===== config.mk =====
export PLATFORM = sky130hd
export DESIGN_NAME = i2c_master_controller
export DESIGN_NICKNAME = d
export VERILOG_FILES = /design/src/logic/i2c_pkg.sv /design/src/logic/i2c_master_controller.sv
export SDC_FILE = /design/constraint.sdc
export NUM_CORES = 1
export LEC_CHECK = 0
export BUFFER_PORTS_ARGS = -buffer_cell sky130_fd_sc_hd__buf_4
export CORE_UTILIZATION = 40
export CTS_BUF_LIST = sky130_fd_sc_hd__clkbuf_16
export DETAILED_ROUTE_END_ITERATION = 16
export SLEW_MARGIN = 25
export SYNTH_ARGS = -nofsm -noshare
export SYNTH_HDL_FRONTEND = slang
export SYNTH_SLANG_ARGS = --single-unit
export TNS_END_PERCENT = 20

===== constraint.sdc =====
create_clock -name i_mclk -period 3.3 [get_ports i_mclk]
set_input_delay 0.33 -clock i_mclk [delete_from_list [all_inputs] [get_ports i_mclk]]
set_output_delay 0.33 -clock i_mclk [all_outputs]
set_load 0.02 [all_outputs]

===== src/logic/i2c_pkg.sv =====
// Shared constants and types for the I2C master controller
package i2c_pkg;
	localparam int ADDR_W = 10;
	localparam int DATA_W = 32;
	localparam int FIFO_DEPTH = 4;

	// Register indices; the byte address is four times the index
	localparam logic [7:0] IDX_TX = 8'h9a;
	localparam logic [7:0] IDX_RX = 8'h9b;
	localparam logic [7:0] IDX_MODE = 8'he8;
	localparam logic [7:0] IDX_ADDR = 8'he9;
	localparam logic [7:0] IDX_STAT = 8'hea;
	localparam logic [7:0] IDX_PINSEL = 8'heb;

	// Reset values
	localparam logic [7:0] MODE_RST = 8'h00;
	localparam logic [7:0] ADDR_RST = 8'h00;
	localparam logic [7:0] RXDATA_RST = 8'h00;
	localparam logic PINSEL_RST = 1'b0;
	localparam logic FLAG_RST = 1'b0;

	// Field positions
	localparam int MODE_EN_BIT = 7;
	localparam int MODE_DIV_LSB = 5;
	localparam int MODE_CNT_MSB = 4;
	localparam int DIR_BIT = 0;
	localparam int STAT_BUSY_BIT = 7;
	localparam int STAT_NOACK_BIT = 6;
	localparam int STAT_RXIRQ_BIT = 5;
	localparam int STAT_TXIRQ_BIT = 4;
	localparam int STAT_ACC_BIT = 1;
	localparam int STAT_OVF_BIT = 0;
	localparam int PINSEL_BIT = 0;

	localparam logic [1:0] FILL_EMPTY = 2'h0;
	localparam logic [1:0] FILL_HALF = 2'h2;
	localparam logic [1:0] FILL_FULL = 2'h3;

	// Clocks per quarter bit at divider code 00 (16 per bit)
	localparam logic [7:0] QUARTER_BASE = 8'h04;

	localparam logic [1:0] RESP_OKAY = 2'h0;
	localparam logic [1:0] RESP_SLVERR = 2'h2;

	typedef enum logic [1:0] {
		ST_IDLE = 2'b00,
		ST_START = 2'b01,
		ST_BYTE = 2'b10,
		ST_STOP = 2'b11
	} eng_state_t;

	typedef struct packed {
		logic scl;
		logic sda;
	} pins_t;
endpackage : i2c_pkg

===== src/logic/i2c_master_controller.sv =====
// I2C bus master with AXI4-Lite register access and shared pins
// Operation
// - pin select routes pins to I2C or SPI
// - SDA and SCL are open-drain wired-AND
// - start only on idle bus, then address
// - data only after address ack; STOP ends
// - SCL is core clock over 16 times 2^code
// - address write launches transfer when enabled
// - address bits 7-1, bit 0 read direction
// - write takes transmit data, read fills receive
// - mode bit 7 enables the master
// - read stops after count plus one bytes
// - busy flag; writing it flushes transmit FIFO
// - missing ack sets flag and stops
// - receive flag set while receive FIFO holds data
// - transmit flag set while transmit FIFO empty
// - fill level of the active FIFO
// - simultaneous read and write sets error
// - write to full transmit FIFO sets error
// - registers shared with SPI at same indices
// - auto ack on reads, NACK on last byte
// - four-entry receive and transmit FIFOs
// - empty transmit FIFO stops; NACK in a write flushes it
// - address rewrite mid-transfer gives repeated START
//
// The AXI4-Lite slave port was left to the implementer.
`timescale 1ns/1ns
module i2c_master_controller #(
	parameter int FIFO_DEPTH = i2c_pkg::FIFO_DEPTH
) (
	input wire logic i_mclk, // Core clock, 125 MHz
	input wire logic i_rst_n, // Asynchronous reset, active low
	input wire logic [i2c_pkg::ADDR_W-1:0] i_awaddr, // Write address
	input wire logic i_awvalid, // Write address valid
	output logic o_awready, // Write address ready
	input wire logic [i2c_pkg::DATA_W-1:0] i_wdata, // Write data
	input wire logic [3:0] i_wstrb, // Write strobes
	input wire logic i_wvalid, // Write data valid
	output logic o_wready, // Write data ready
	output logic [1:0] o_bresp, // Write response
	output logic o_bvalid, // Write response valid
	input wire logic i_bready, // Write response ready
	input wire logic [i2c_pkg::ADDR_W-1:0] i_araddr, // Read address
	input wire logic i_arvalid, // Read address valid
	output logic o_arready, // Read address ready
	output logic [i2c_pkg::DATA_W-1:0] o_rdata, // Read data
	output logic [1:0] o_rresp, // Read response
	output logic o_rvalid, // Read data valid
	input wire logic i_rready, // Read data ready
	input wire i2c_pkg::pins_t i_pin, // Pin levels seen on the wires
	output i2c_pkg::pins_t o_pin_o, // Pin output values
	output i2c_pkg::pins_t o_pin_oe_n, // Pin enables, low drives
	input wire i2c_pkg::pins_t i_spi_o, // SPI pin output values
	input wire i2c_pkg::pins_t i_spi_oe_n // SPI pin enables, low drives
);
	localparam int PW = $clog2(FIFO_DEPTH);
	localparam int FTX = 0;
	localparam int FRX = 1;

	// ------------------------------------------------------------
	// Helpers
	// ------------------------------------------------------------
	function automatic logic [1:0] fill_code(input logic [PW:0] c);
		if (c == '0) begin
			return i2c_pkg::FILL_EMPTY;
		end
		if (c == (PW+1)'(FIFO_DEPTH)) begin
			return i2c_pkg::FILL_FULL;
		end
		return i2c_pkg::FILL_HALF;
	endfunction : fill_code

	function automatic logic clears(input logic sel, input logic wbit);
		return sel & ~wbit;
	endfunction : clears

	// ------------------------------------------------------------
	// Declarations
	// ------------------------------------------------------------
	i2c_pkg::eng_state_t st_reg;
	logic aw_rdy_reg, ar_rdy_reg, bvalid_reg, rvalid_reg;
	logic [1:0] bresp_reg, rresp_reg;
	logic [31:0] rdata_reg;
	logic [7:0] mode_reg, addr_reg;
	logic pinsel_reg;
	logic noack_reg, rxirq_reg, txirq_reg, acc_reg, ovf_reg;
	logic pend_reg, rs_reg, is_addr_reg, rd_reg, ack_reg;
	logic [4:0] rem_reg;
	logic [7:0] shift_reg, qcnt_reg;
	logic [1:0] phase_reg;
	logic [3:0] bit_reg;
	logic bus_busy_reg;
	i2c_pkg::pins_t pin_d_reg, pin_o_reg, pin_oe_n_reg;
	logic [1:0] f_push, f_pop, f_flush;
	logic [7:0] f_din [2];
	logic [7:0] f_dout [2];
	logic [PW:0] f_cnt [2];

	// ------------------------------------------------------------
	// Bus decode
	// ------------------------------------------------------------
	wire [7:0] widx = i_awaddr[9:2];
	wire [7:0] ridx = i_araddr[9:2];
	wire wr_go = i_awvalid & i_wvalid & ~aw_rdy_reg & ~bvalid_reg;
	wire rd_go = i_arvalid & ~ar_rdy_reg & ~rvalid_reg;
	wire wr_en = aw_rdy_reg & i_wstrb[0];
	wire rd_en = ar_rdy_reg;
	wire wr_tx = wr_en & (widx == i2c_pkg::IDX_TX);
	wire wr_mode = wr_en & (widx == i2c_pkg::IDX_MODE);
	wire wr_addr = wr_en & (widx == i2c_pkg::IDX_ADDR);
	wire wr_stat = wr_en & (widx == i2c_pkg::IDX_STAT);
	wire wr_psel = wr_en & (widx == i2c_pkg::IDX_PINSEL);
	wire w_hit = (widx == i2c_pkg::IDX_TX) | (widx == i2c_pkg::IDX_RX)
		| (widx == i2c_pkg::IDX_MODE) | (widx == i2c_pkg::IDX_ADDR)
		| (widx == i2c_pkg::IDX_STAT) | (widx == i2c_pkg::IDX_PINSEL);
	wire rd_rx = rd_en & (ridx == i2c_pkg::IDX_RX);
	wire [7:0] wd = i_wdata[7:0];

	// ------------------------------------------------------------
	// Engine decode
	// ------------------------------------------------------------
	wire en = mode_reg[i2c_pkg::MODE_EN_BIT];
	wire sel_spi = pinsel_reg;
	wire run = st_reg != i2c_pkg::ST_IDLE;
	wire [1:0] div = mode_reg[i2c_pkg::MODE_DIV_LSB +: 2];
	wire [7:0] qlen = i2c_pkg::QUARTER_BASE << div;
	wire tick = run & (qcnt_reg == qlen - 8'h01);
	wire ph_end = tick & (phase_reg == 2'd3);
	wire samp = tick & (phase_reg == 2'd1);
	wire in_byte = st_reg == i2c_pkg::ST_BYTE;
	wire byte_end = ph_end & in_byte & (bit_reg == 4'd8);
	wire rx_byte = ~is_addr_reg & rd_reg;
	wire tx_nack = byte_end & ~rx_byte & ack_reg;
	wire last_rx = rem_reg == 5'd0;
	wire tx_has = f_cnt[FTX] != '0;
	wire launch = (st_reg == i2c_pkg::ST_IDLE) & pend_reg & en & ~sel_spi
		& ~bus_busy_reg;
	wire ack_drv = ~last_rx & ~pend_reg;
	wire tx_bit = (bit_reg == 4'd8) ? 1'b1 : shift_reg[7];
	wire rx_bit = (bit_reg == 4'd8) ? ~ack_drv : 1'b1;
	wire sda_lvl = rx_byte ? rx_bit : tx_bit;
	logic scl_lo, sda_lo;
	always_comb begin
		scl_lo = 1'b0;
		sda_lo = 1'b0;
		unique case (st_reg)
			i2c_pkg::ST_IDLE: begin
				scl_lo = 1'b0;
				sda_lo = 1'b0;
			end
			i2c_pkg::ST_START: begin
				scl_lo = ((phase_reg == 2'd0) & rs_reg) | (phase_reg == 2'd3);
				sda_lo = phase_reg[1];
			end
			i2c_pkg::ST_BYTE: begin
				scl_lo = (phase_reg == 2'd0) | (phase_reg == 2'd3);
				sda_lo = ~sda_lvl;
			end
			i2c_pkg::ST_STOP: begin
				scl_lo = phase_reg == 2'd0;
				sda_lo = phase_reg != 2'd3;
			end
		endcase
	end

	// ------------------------------------------------------------
	// FIFOs
	// ------------------------------------------------------------
	assign f_push[FTX] = wr_tx & (f_cnt[FTX] != (PW+1)'(FIFO_DEPTH));
	assign f_pop[FTX] = byte_end & ~ack_reg & ~rd_reg & ~pend_reg & tx_has;
	assign f_flush[FTX] = (wr_stat & wd[i2c_pkg::STAT_BUSY_BIT])
		| (tx_nack & ~rd_reg);
	assign f_din[FTX] = wd;
	assign f_push[FRX] = byte_end & rx_byte
		& (f_cnt[FRX] != (PW+1)'(FIFO_DEPTH));
	assign f_pop[FRX] = rd_rx & (f_cnt[FRX] != '0);
	assign f_flush[FRX] = 1'b0;
	assign f_din[FRX] = shift_reg;

	generate
		for (genvar g = 0; g < 2; g++) begin : g_fifo
			logic [7:0] mem [FIFO_DEPTH];
			logic [PW-1:0] wp_reg, rp_reg;
			logic [PW:0] cnt_reg;
			assign f_dout[g] = mem[rp_reg];
			assign f_cnt[g] = cnt_reg;
			always_ff @(posedge i_mclk) begin
				if (f_push[g]) begin
					mem[wp_reg] <= f_din[g];
				end
			end
			always_ff @(posedge i_mclk or negedge i_rst_n) begin
				if (!i_rst_n) begin
					wp_reg <= '0;
					rp_reg <= '0;
					cnt_reg <= '0;
				end else if (f_flush[g]) begin
					wp_reg <= '0;
					rp_reg <= '0;
					cnt_reg <= '0;
				end else begin
					wp_reg <= wp_reg + PW'(f_push[g]);
					rp_reg <= rp_reg + PW'(f_pop[g]);
					cnt_reg <= cnt_reg + (PW+1)'(f_push[g])
						- (PW+1)'(f_pop[g]);
				end
			end
		end
	endgenerate

	// ------------------------------------------------------------
	// Register read path
	// ------------------------------------------------------------
	wire act_rx = run ? rd_reg : addr_reg[i2c_pkg::DIR_BIT];
	wire [1:0] fill = fill_code(act_rx ? f_cnt[FRX] : f_cnt[FTX]);
	wire [7:0] stat_rd = {run | pend_reg, noack_reg, rxirq_reg,
		txirq_reg, fill, acc_reg, ovf_reg};
	wire [7:0] rxd = (f_cnt[FRX] != '0) ? f_dout[FRX]
		: i2c_pkg::RXDATA_RST;
	logic [7:0] rd_mux;
	logic rd_hit;
	always_comb begin
		rd_hit = 1'b1;
		unique case (ridx)
			i2c_pkg::IDX_TX: rd_mux = 8'h00;
			i2c_pkg::IDX_RX: rd_mux = rxd;
			i2c_pkg::IDX_MODE: rd_mux = mode_reg;
			i2c_pkg::IDX_ADDR: rd_mux = addr_reg;
			i2c_pkg::IDX_STAT: rd_mux = stat_rd;
			i2c_pkg::IDX_PINSEL: rd_mux = {7'h00, pinsel_reg};
			default: begin
				rd_mux = 8'h00;
				rd_hit = 1'b0;
			end
		endcase
	end

	// ------------------------------------------------------------
	// AXI4-Lite handshakes
	// ------------------------------------------------------------
	always_ff @(posedge i_mclk or negedge i_rst_n) begin
		if (!i_rst_n) begin
			aw_rdy_reg <= 1'b0;
			ar_rdy_reg <= 1'b0;
			bvalid_reg <= 1'b0;
			rvalid_reg <= 1'b0;
			bresp_reg <= i2c_pkg::RESP_OKAY;
			rresp_reg <= i2c_pkg::RESP_OKAY;
			rdata_reg <= 32'h0000_0000;
		end else begin
			aw_rdy_reg <= wr_go;
			ar_rdy_reg <= rd_go;
			if (aw_rdy_reg) begin
				bvalid_reg <= 1'b1;
				bresp_reg <= w_hit ? i2c_pkg::RESP_OKAY
					: i2c_pkg::RESP_SLVERR;
			end else if (i_bready) begin
				bvalid_reg <= 1'b0;
			end
			if (rd_en) begin
				rvalid_reg <= 1'b1;
				rdata_reg <= {24'h000000, rd_mux};
				rresp_reg <= rd_hit ? i2c_pkg::RESP_OKAY
					: i2c_pkg::RESP_SLVERR;
			end else if (i_rready) begin
				rvalid_reg <= 1'b0;
			end
		end
	end

	// ------------------------------------------------------------
	// Software registers and flags
	// ------------------------------------------------------------
	always_ff @(posedge i_mclk or negedge i_rst_n) begin
		if (!i_rst_n) begin
			mode_reg <= i2c_pkg::MODE_RST;
			addr_reg <= i2c_pkg::ADDR_RST;
			pinsel_reg <= i2c_pkg::PINSEL_RST;
			noack_reg <= i2c_pkg::FLAG_RST;
			rxirq_reg <= i2c_pkg::FLAG_RST;
			txirq_reg <= i2c_pkg::FLAG_RST;
			acc_reg <= i2c_pkg::FLAG_RST;
			ovf_reg <= i2c_pkg::FLAG_RST;
		end else begin
			if (wr_mode) begin
				mode_reg <= wd;
			end
			if (wr_addr) begin
				addr_reg <= wd;
			end
			if (wr_psel) begin
				pinsel_reg <= wd[i2c_pkg::PINSEL_BIT];
			end
			noack_reg <= tx_nack | (noack_reg
				& ~clears(wr_stat, wd[i2c_pkg::STAT_NOACK_BIT]));
			rxirq_reg <= (f_cnt[FRX] != '0) | (rxirq_reg
				& ~clears(wr_stat, wd[i2c_pkg::STAT_RXIRQ_BIT]));
			txirq_reg <= (f_cnt[FTX] == '0) | (txirq_reg
				& ~clears(wr_stat, wd[i2c_pkg::STAT_TXIRQ_BIT]));
			acc_reg <= (wr_en & rd_en) | (acc_reg
				& ~clears(wr_stat, wd[i2c_pkg::STAT_ACC_BIT]));
			ovf_reg <= (wr_tx & ~f_push[FTX]) | (ovf_reg
				& ~clears(wr_stat, wd[i2c_pkg::STAT_OVF_BIT]));
		end
	end

	// ------------------------------------------------------------
	// Bit timing and bus monitor
	// ------------------------------------------------------------
	wire bus_start = pin_d_reg.scl & i_pin.scl & pin_d_reg.sda & ~i_pin.sda;
	wire bus_stop = pin_d_reg.scl & i_pin.scl & ~pin_d_reg.sda & i_pin.sda;
	always_ff @(posedge i_mclk or negedge i_rst_n) begin
		if (!i_rst_n) begin
			qcnt_reg <= 8'h00;
			phase_reg <= 2'd0;
			pin_d_reg <= 2'b11;
			bus_busy_reg <= 1'b0;
		end else begin
			qcnt_reg <= (!run || tick) ? 8'h00 : qcnt_reg + 8'h01;
			phase_reg <= !run ? 2'd0 : phase_reg + 2'(tick);
			pin_d_reg <= i_pin;
			if (bus_start) begin
				bus_busy_reg <= 1'b1;
			end else if (bus_stop) begin
				bus_busy_reg <= 1'b0;
			end
		end
	end

	// ------------------------------------------------------------
	// Transfer engine
	// ------------------------------------------------------------
	always_ff @(posedge i_mclk or negedge i_rst_n) begin
		if (!i_rst_n) begin
			st_reg <= i2c_pkg::ST_IDLE;
			pend_reg <= 1'b0;
			rs_reg <= 1'b0;
			is_addr_reg <= 1'b0;
			rd_reg <= 1'b0;
			ack_reg <= 1'b0;
			rem_reg <= 5'd0;
			shift_reg <= 8'h00;
			bit_reg <= 4'd0;
		end else begin
			if (wr_addr & en) begin
				pend_reg <= 1'b1;
			end else if (st_reg == i2c_pkg::ST_START && ph_end) begin
				pend_reg <= 1'b0;
			end
			if (samp && in_byte) begin
				if (bit_reg == 4'd8) begin
					ack_reg <= i_pin.sda;
				end else if (rx_byte) begin
					shift_reg <= {shift_reg[6:0], i_pin.sda};
				end
			end
			if (ph_end && in_byte && bit_reg != 4'd8) begin
				bit_reg <= bit_reg + 4'd1;
				if (!rx_byte) begin
					shift_reg <= {shift_reg[6:0], 1'b0};
				end
			end
			unique case (st_reg)
				i2c_pkg::ST_IDLE: begin
					if (launch) begin
						st_reg <= i2c_pkg::ST_START;
						rs_reg <= 1'b0;
					end
				end
				i2c_pkg::ST_START: begin
					if (ph_end) begin
						st_reg <= i2c_pkg::ST_BYTE;
						shift_reg <= addr_reg;
						is_addr_reg <= 1'b1;
						rd_reg <= addr_reg[i2c_pkg::DIR_BIT];
						rem_reg <= mode_reg[i2c_pkg::MODE_CNT_MSB:0];
						bit_reg <= 4'd0;
					end
				end
				i2c_pkg::ST_BYTE: begin
					if (byte_end) begin
						bit_reg <= 4'd0;
						is_addr_reg <= 1'b0;
						if (ack_reg && !rx_byte) begin
							st_reg <= i2c_pkg::ST_STOP;
						end else if (pend_reg) begin
							st_reg <= i2c_pkg::ST_START;
							rs_reg <= 1'b1;
						end else if (rx_byte) begin
							if (last_rx) begin
								st_reg <= i2c_pkg::ST_STOP;
							end else begin
								rem_reg <= rem_reg - 5'd1;
							end
						end else if (!rd_reg) begin
							if (tx_has) begin
								shift_reg <= f_dout[FTX];
							end else begin
								st_reg <= i2c_pkg::ST_STOP;
							end
						end
					end
				end
				i2c_pkg::ST_STOP: begin
					if (ph_end) begin
						st_reg <= i2c_pkg::ST_IDLE;
					end
				end
			endcase
		end
	end

	// ------------------------------------------------------------
	// Pin drivers
	// ------------------------------------------------------------
	always_ff @(posedge i_mclk or negedge i_rst_n) begin
		if (!i_rst_n) begin
			pin_o_reg <= 2'b00;
			pin_oe_n_reg <= 2'b11;
		end else begin
			pin_o_reg <= sel_spi ? i_spi_o : 2'b00;
			pin_oe_n_reg <= sel_spi ? i_spi_oe_n : {~scl_lo, ~sda_lo};
		end
	end

	assign o_awready = aw_rdy_reg;
	assign o_wready = aw_rdy_reg;
	assign o_bvalid = bvalid_reg;
	assign o_bresp = bresp_reg;
	assign o_arready = ar_rdy_reg;
	assign o_rvalid = rvalid_reg;
	assign o_rdata = rdata_reg;
	assign o_rresp = rresp_reg;
	assign o_pin_o = pin_o_reg;
	assign o_pin_oe_n = pin_oe_n_reg;
endmodule : i2c_master_controller


After elaboration in Yosys (flattened, before gate mapping)
Memories as Yosys holds them, arrays and structs flattened.
Index checks and enable logic that the tools add are counted.
{"block": "classes", "shifts": 1, "n_mux": 81, "n_bitwise": 97, "eq_ne": 36, "n_reduce_logical": 29, "add_sub_neg": 13}
{"operator": "8-bit two-way mux", "n": 14}
{"operator": "8-bit equality test, second input constant", "n": 12}
{"operator": "1-bit bitwise AND", "n": 54}
{"operator": "2-bit two-way mux", "n": 21}
{"operator": "8-bit case mux with 5 select lines", "n": 1}
{"operator": "5-bit two-way mux", "n": 6}
{"operator": "1-bit NOT", "n": 29}
{"operator": "1-bit two-way mux", "n": 26}
{"operator": "2-bit != test, second input constant", "n": 8}
{"operator": "8-bit case mux with 2 select lines", "n": 1}
{"operator": "1-bit bitwise OR", "n": 14}
{"operator": "7-bit AND reduction", "n": 2}
{"operator": "2-bit nonzero test", "n": 7}
{"operator": "4-bit two-way mux", "n": 3}
{"operator": "2-bit by 1-bit adder with 2-bit output", "n": 5}
{"operator": "5-bit by 3-bit != test with 1-bit output, second input constant", "n": 2}
{"operator": "5-bit case mux with 2 select lines", "n": 1}
{"operator": "8-bit by 1-bit adder with 8-bit output, second input constant", "n": 1}
{"operator": "8-bit equality test", "n": 1}
{"operator": "1-bit case mux with 4 select lines", "n": 2}
{"operator": "2-bit case mux with 4 select lines", "n": 1}
{"operator": "4-bit case mux with 2 select lines", "n": 1}
{"operator": "3-bit by 2-bit left shift with 8-bit output, first input constant", "n": 1}
{"operator": "8-bit by 1-bit subtractor with 8-bit output, second input constant", "n": 1}
{"operator": "other kinds (25)", "n": 43}
{"block": "totals", "ramBits": 64, "regBits": 93, "output_inout_bits": 45, "in_bits": 69, "word_cells": 298, "n_memories": 2}
{"memory": "g_fifo[0].mem", "words": 4, "width": 8, "rd": 1, "rd_clocked_by_memory_dff": 0, "write_ports": 1, "line": "i2c_master_controller.sv:182", "rtl": "logic [7:0] mem [FIFO_DEPTH];"}
{"memory": "g_fifo[1].mem", "words": 4, "width": 8, "rd": 1, "rd_clocked_by_memory_dff": 0, "write_ports": 1, "line": "i2c_master_controller.sv:182"}

Logic depth before layout (Yosys ltp)
{"block": "depth", "word_depth": 16, "ltp_mapped": 13, "depth_no_buf": 12}

Worst setup path before layout
OpenSTA, ideal clock, no wires.
{"block": "synth_path", "path_type": "register to register", "startpoint": "register qcnt_reg[0]", "endpoint": "memory g_fifo[1].mem[1][0], enable pin", "n_path_buf": 1, "t_arrival_ns": 2.725, "path_stages_with_launch": 8, "setup_time_ns": 0.385, "path_slack_ns": 0.190, "period_less_slack_ns": 3.110, "cell_sequence": "dfrtp_1 ha_1 or4b_4 or2_2 clkbuf_1 nor4_2 nand3_1 nor3b_1"}
{"block": "synth_via", "elab_chain_cells": 9}
{"item": "from (decl)", "line": "i2c_master_controller.sv:89", "rtl": "logic [7:0] shift_reg, qcnt_reg;"}
{"item": "from (signal assigned)", "line": "i2c_master_controller.sv:319", "rtl": "qcnt_reg <= (!run || tick) ? 8'h00 : qcnt_reg + 8'h01;"}
{"item": "8-bit equality test", "line": "i2c_master_controller.sv:127", "rtl": "wire tick = run & (qcnt_reg == qlen - 8'h01);"}
{"item": "1-bit bitwise AND", "line": "i2c_master_controller.sv:127"}
{"item": "1-bit bitwise AND", "line": "i2c_master_controller.sv:128", "rtl": "wire ph_end = tick & (phase_reg == 2'd3);"}
{"item": "1-bit bitwise AND (2 in a row)", "line": "i2c_master_controller.sv:131", "rtl": "wire byte_end = ph_end & in_byte & (bit_reg == 4'd8);"}
{"item": "1-bit bitwise AND", "line": "i2c_master_controller.sv:174", "rtl": "assign f_push[FRX] = byte_end & rx_byte"}
{"item": "1-bit bitwise AND", "line": "i2c_master_controller.sv:175", "rtl": "& (f_cnt[FRX] != (PW+1)'(FIFO_DEPTH));"}
{"item": "1-bit two-way mux", "line": "i2c_master_controller.sv:188", "rtl": "if (f_push[g]) begin"}
{"item": "1-bit two-way mux (not written as such)", "line": "i2c_master_controller.sv:189", "rtl": "mem[wp_reg] <= f_din[g];"}
{"item": "to (decl)", "line": "i2c_master_controller.sv:182"}
No other way between the ends.

Worst setup path in the final report
{"block": "layout_path", "startpoint": "register qcnt_reg[0]", "endpoint": "register g_fifo[1].cnt_reg[2]"}
{"block": "layout_via", "elab_chain_cells": 9}
{"item": "8-bit equality test", "line": "i2c_master_controller.sv:127"}
{"item": "1-bit bitwise AND", "line": "i2c_master_controller.sv:127"}
{"item": "1-bit bitwise AND", "line": "i2c_master_controller.sv:128"}
{"item": "1-bit bitwise AND (2 in a row)", "line": "i2c_master_controller.sv:131"}
{"item": "1-bit bitwise AND", "line": "i2c_master_controller.sv:174"}
{"item": "1-bit bitwise AND", "line": "i2c_master_controller.sv:175"}
{"item": "3-bit by 1-bit adder with 3-bit output", "line": "i2c_master_controller.sv:204", "rtl": "cnt_reg <= cnt_reg + (PW+1)'(f_push[g])"}
{"item": "3-bit by 1-bit subtractor with 3-bit output", "line": "i2c_master_controller.sv:205", "rtl": "- (PW+1)'(f_pop[g]);"}
{"item": "to (signal assigned)", "line": "i2c_master_controller.sv:204"}
{"item": "to (decl)", "line": "i2c_master_controller.sv:184", "rtl": "logic [PW:0] cnt_reg;"}
No other way between the ends.
A chain may end at the register's enable or synchronous reset.

==> run summary <==
power share of the clock group: 0.463
max reg flops: 64
CTS tree: built
Slew Limit Fails: 0
Root Buffer: clkbuf_16
reg2reg path depth: 11
grt met2 use: 0.292
vias in the first global route: 4,807
core area: 17,900 um2
DRC viols: 0
WHS: -0.0454 ns
type of the worst setup path: reg -> reg
area leader, netlist: dfrtp_1
Synthesis Warnings: 0
first-pass GRT wire length: 26,100 um
P_int: 3.55 mW
top cell type's share of synthesized area: 0.298
io pins: 114
cell row count: 49
pwr dens: 531 nW/um2
Critical Path AT: 3.43 ns
Final GP Congestion: 0.844
# nets final: 746
grt ovf: 0
Comb pwr share: 0.075
f_max: 0.324 GHz
DR vias: 4,894
Hold Vio Cnt, Final: 43
total CTS buffers: 17
#FFs+latches synth: 155
clock slew at reported path FFs: 0.07 ns
Period minus WS final: 3.08 ns
Startpoint Class: flip-flop
failing checks: negative hold slack
RR Endpoint: g_fifo[1].cnt_reg[2]
CP endpoint kind: flip-flop
clock latency on the worst-skew pair: 0.42 ns
Final ANT Viol Nets: 0
post-DP HPWL: 11,800 um
synthesized area per cell: 12.6 um2
met1 global-route usage: 0.264
Clock Sinks: 155
Initial Utilization: 0.408
post-placement cell count: 867
switching share of power: 0.228
total setup buffers inserted after CTS: 0
RR Startpoint: qcnt_reg[0]
layout cell share with drive strength beyond 1: 0.234
register area share after synthesis: 0.576
Tcrit/Tclk final: 0.934
FFs w/ async S/R, synth: 0.587
crit-path max FO: 4
utilization after layout: 0.484
worst hold path type: in -> async
Die Width: 137 um
largest register by flop count: g_fifo.mem
Slew headroom: 0.486
sequential power share: 0.461
Layout fillers: 1,557
IO buf count: 56
skew final: 0.0101 ns
Net Switching: 1.05 mW
RSZ-0062 raised after global routing: no
final WL: 16,400 um
Mapped Area: 7300 um2
Die H: 137 um
drt pass-1 iters: 5
Max-Cap Viols: 0
biggest area contributors in the synthesized netlist: dfrtp_1, edfxtp_1, mux4_2, ha_1, buf_4
Max clock buf depth: 2
diodes inserted: 0
top post-synthesis cells by count: dfrtp_1, edfxtp_1, nor2_1
Post-Syn Instances: 581
R2R Setup Slk: 0.22 ns
# setup viols final: 0
Least-Margin Pin Slew: 0.772 ns
met3 Usage GRT: 0.0407
GRT busiest layer: met2
die area: 18,800 um2
largest net degree at the start of global routing: 84
First DRT Iteration DRCs: 465
Peak VDD IR: 0.000407 V
most common cell in the netlist: dfrtp_1
H-tree levels: 4
area grow syn2layout: 18.7%
Total GRT Usage: 0.188
routed vias/inst: 5.44
Final Non-Filler Cells: 899
Final TNS setup: 0 ns
Leak Pwr: 3.55 nW
initial antenna violation count: 0
WL/cell: 18.3 um
critical path data required time: 3.65 ns
post-synth cell types: 64
Post-synth EDFFs: 64
status: finished with violations
top_reg_cell synth: dfrtp_1
## power groups by stage
stage | Combinational, mW | Sequential, mW | Clock, mW
finish | 0.346 | 2.12 | 2.13
global route | 0.384 | 2.13 | 2.24
floorplan | 0.135 | 2.20 | 0
detailed placement | 0.348 | 2.16 | 0
CTS | 0.349 | 2.12 | 2.17
global placement | 0.342 | 2.16 | 0
## worst max path at each step
stage | startpoint | endpoint | slack [ns]
floorplan | qcnt_reg[0] | g_fifo[1].mem[1][0] | 0.19
global placement | qcnt_reg[0] | g_fifo[1].cnt_reg[2] | 0.15
detailed placement | qcnt_reg[0] | g_fifo[1].cnt_reg[2] | 0.10
CTS | qcnt_reg[0] | g_fifo[1].cnt_reg[2] | 0.11
global route | qcnt_reg[0] | g_fifo[0].cnt_reg[1] | 0.02
finish | qcnt_reg[0] | g_fifo[1].cnt_reg[2] | 0.22
## placed cells by master (no fill, tap or decap), types with 15 or more instances in the layout
cell and n:
buf_4 81, edfxtp_1 64, mux2_2 16, nand3_1 15, conb_1 26, a21oi_1 17
nor2_1 43, clkbuf_16 17, dfrtp_1 87, nand2_1 30, mux4_2 16, ha_1 18
o21ai_0 18, inv_1 28
## stage by stage
stage / power, mW / hold WS (ns) / cell area [um2] / setup slack [ns]
after global placement: 2.50 / 0.445 / 8000 / 0.152
after global routing: 4.75 / 0.0206 / 8660 / 0.0152
final: 4.60 / -0.0454 / 8660 / 0.218
after floorplan: 2.33 / 0.0344 / 7390 / 0.190
after CTS: 4.65 / 0.0173 / 8650 / 0.107
after detailed placement: 2.51 / 0.457 / 8000 / 0.104
## area by class of cell
class                           count  area, um2  share of cell area
Inverter                           26       97.6              0.0113
Timing Repair Buffer               82        619              0.0715
Tap cell                          229        287              0.0331
Clock buffer                       17        425              0.0491
Sequential cell                   155       4200               0.486
Clock inverter                     15        221              0.0256
Multi-Input combinational cell    375       2800               0.324
## critical path, cell delays in order (launching register included)
cell	delay, ns
dfrtp_1	0.39
ha_1	0.21
or4b_4	0.48
or2_2	0.35
nor4_4	0.34
nand3_1	0.22
inv_1	0.14
ha_1	0.15
inv_1	0.04
fa_1	0.38
xnor2_1	0.18
xnor2_1	0.13
## layer usage
metal	share of wire	vias to the layer above
li1	-	2267
met2	0.47	180
met5	0	-
met3	0.059	11
met1	0.46	2436
met4	0.010	0
## cell families after synthesis
kind of cell | Yosys count | share of synthesized area
multiplexers | 45 | 0.0919
buffers and inverters | 76 | 0.0535
AND/OR/NAND/NOR | 164 | 0.122
AO/OA/AOI/OAI | 101 | 0.0962
XOR/XNOR | 19 | 0.0228
other | 1 | 0.000514
adder cells (fa/ha/maj) | 20 | 0.0364
flip-flops | 155 | 0.576
## repair_timing
item                       4_1_cts  5_1_grt
hold buffers                     0        0
setup endpoints to repair        0        1
resized for setup                0        1
(Power assumes the default switching activity.)
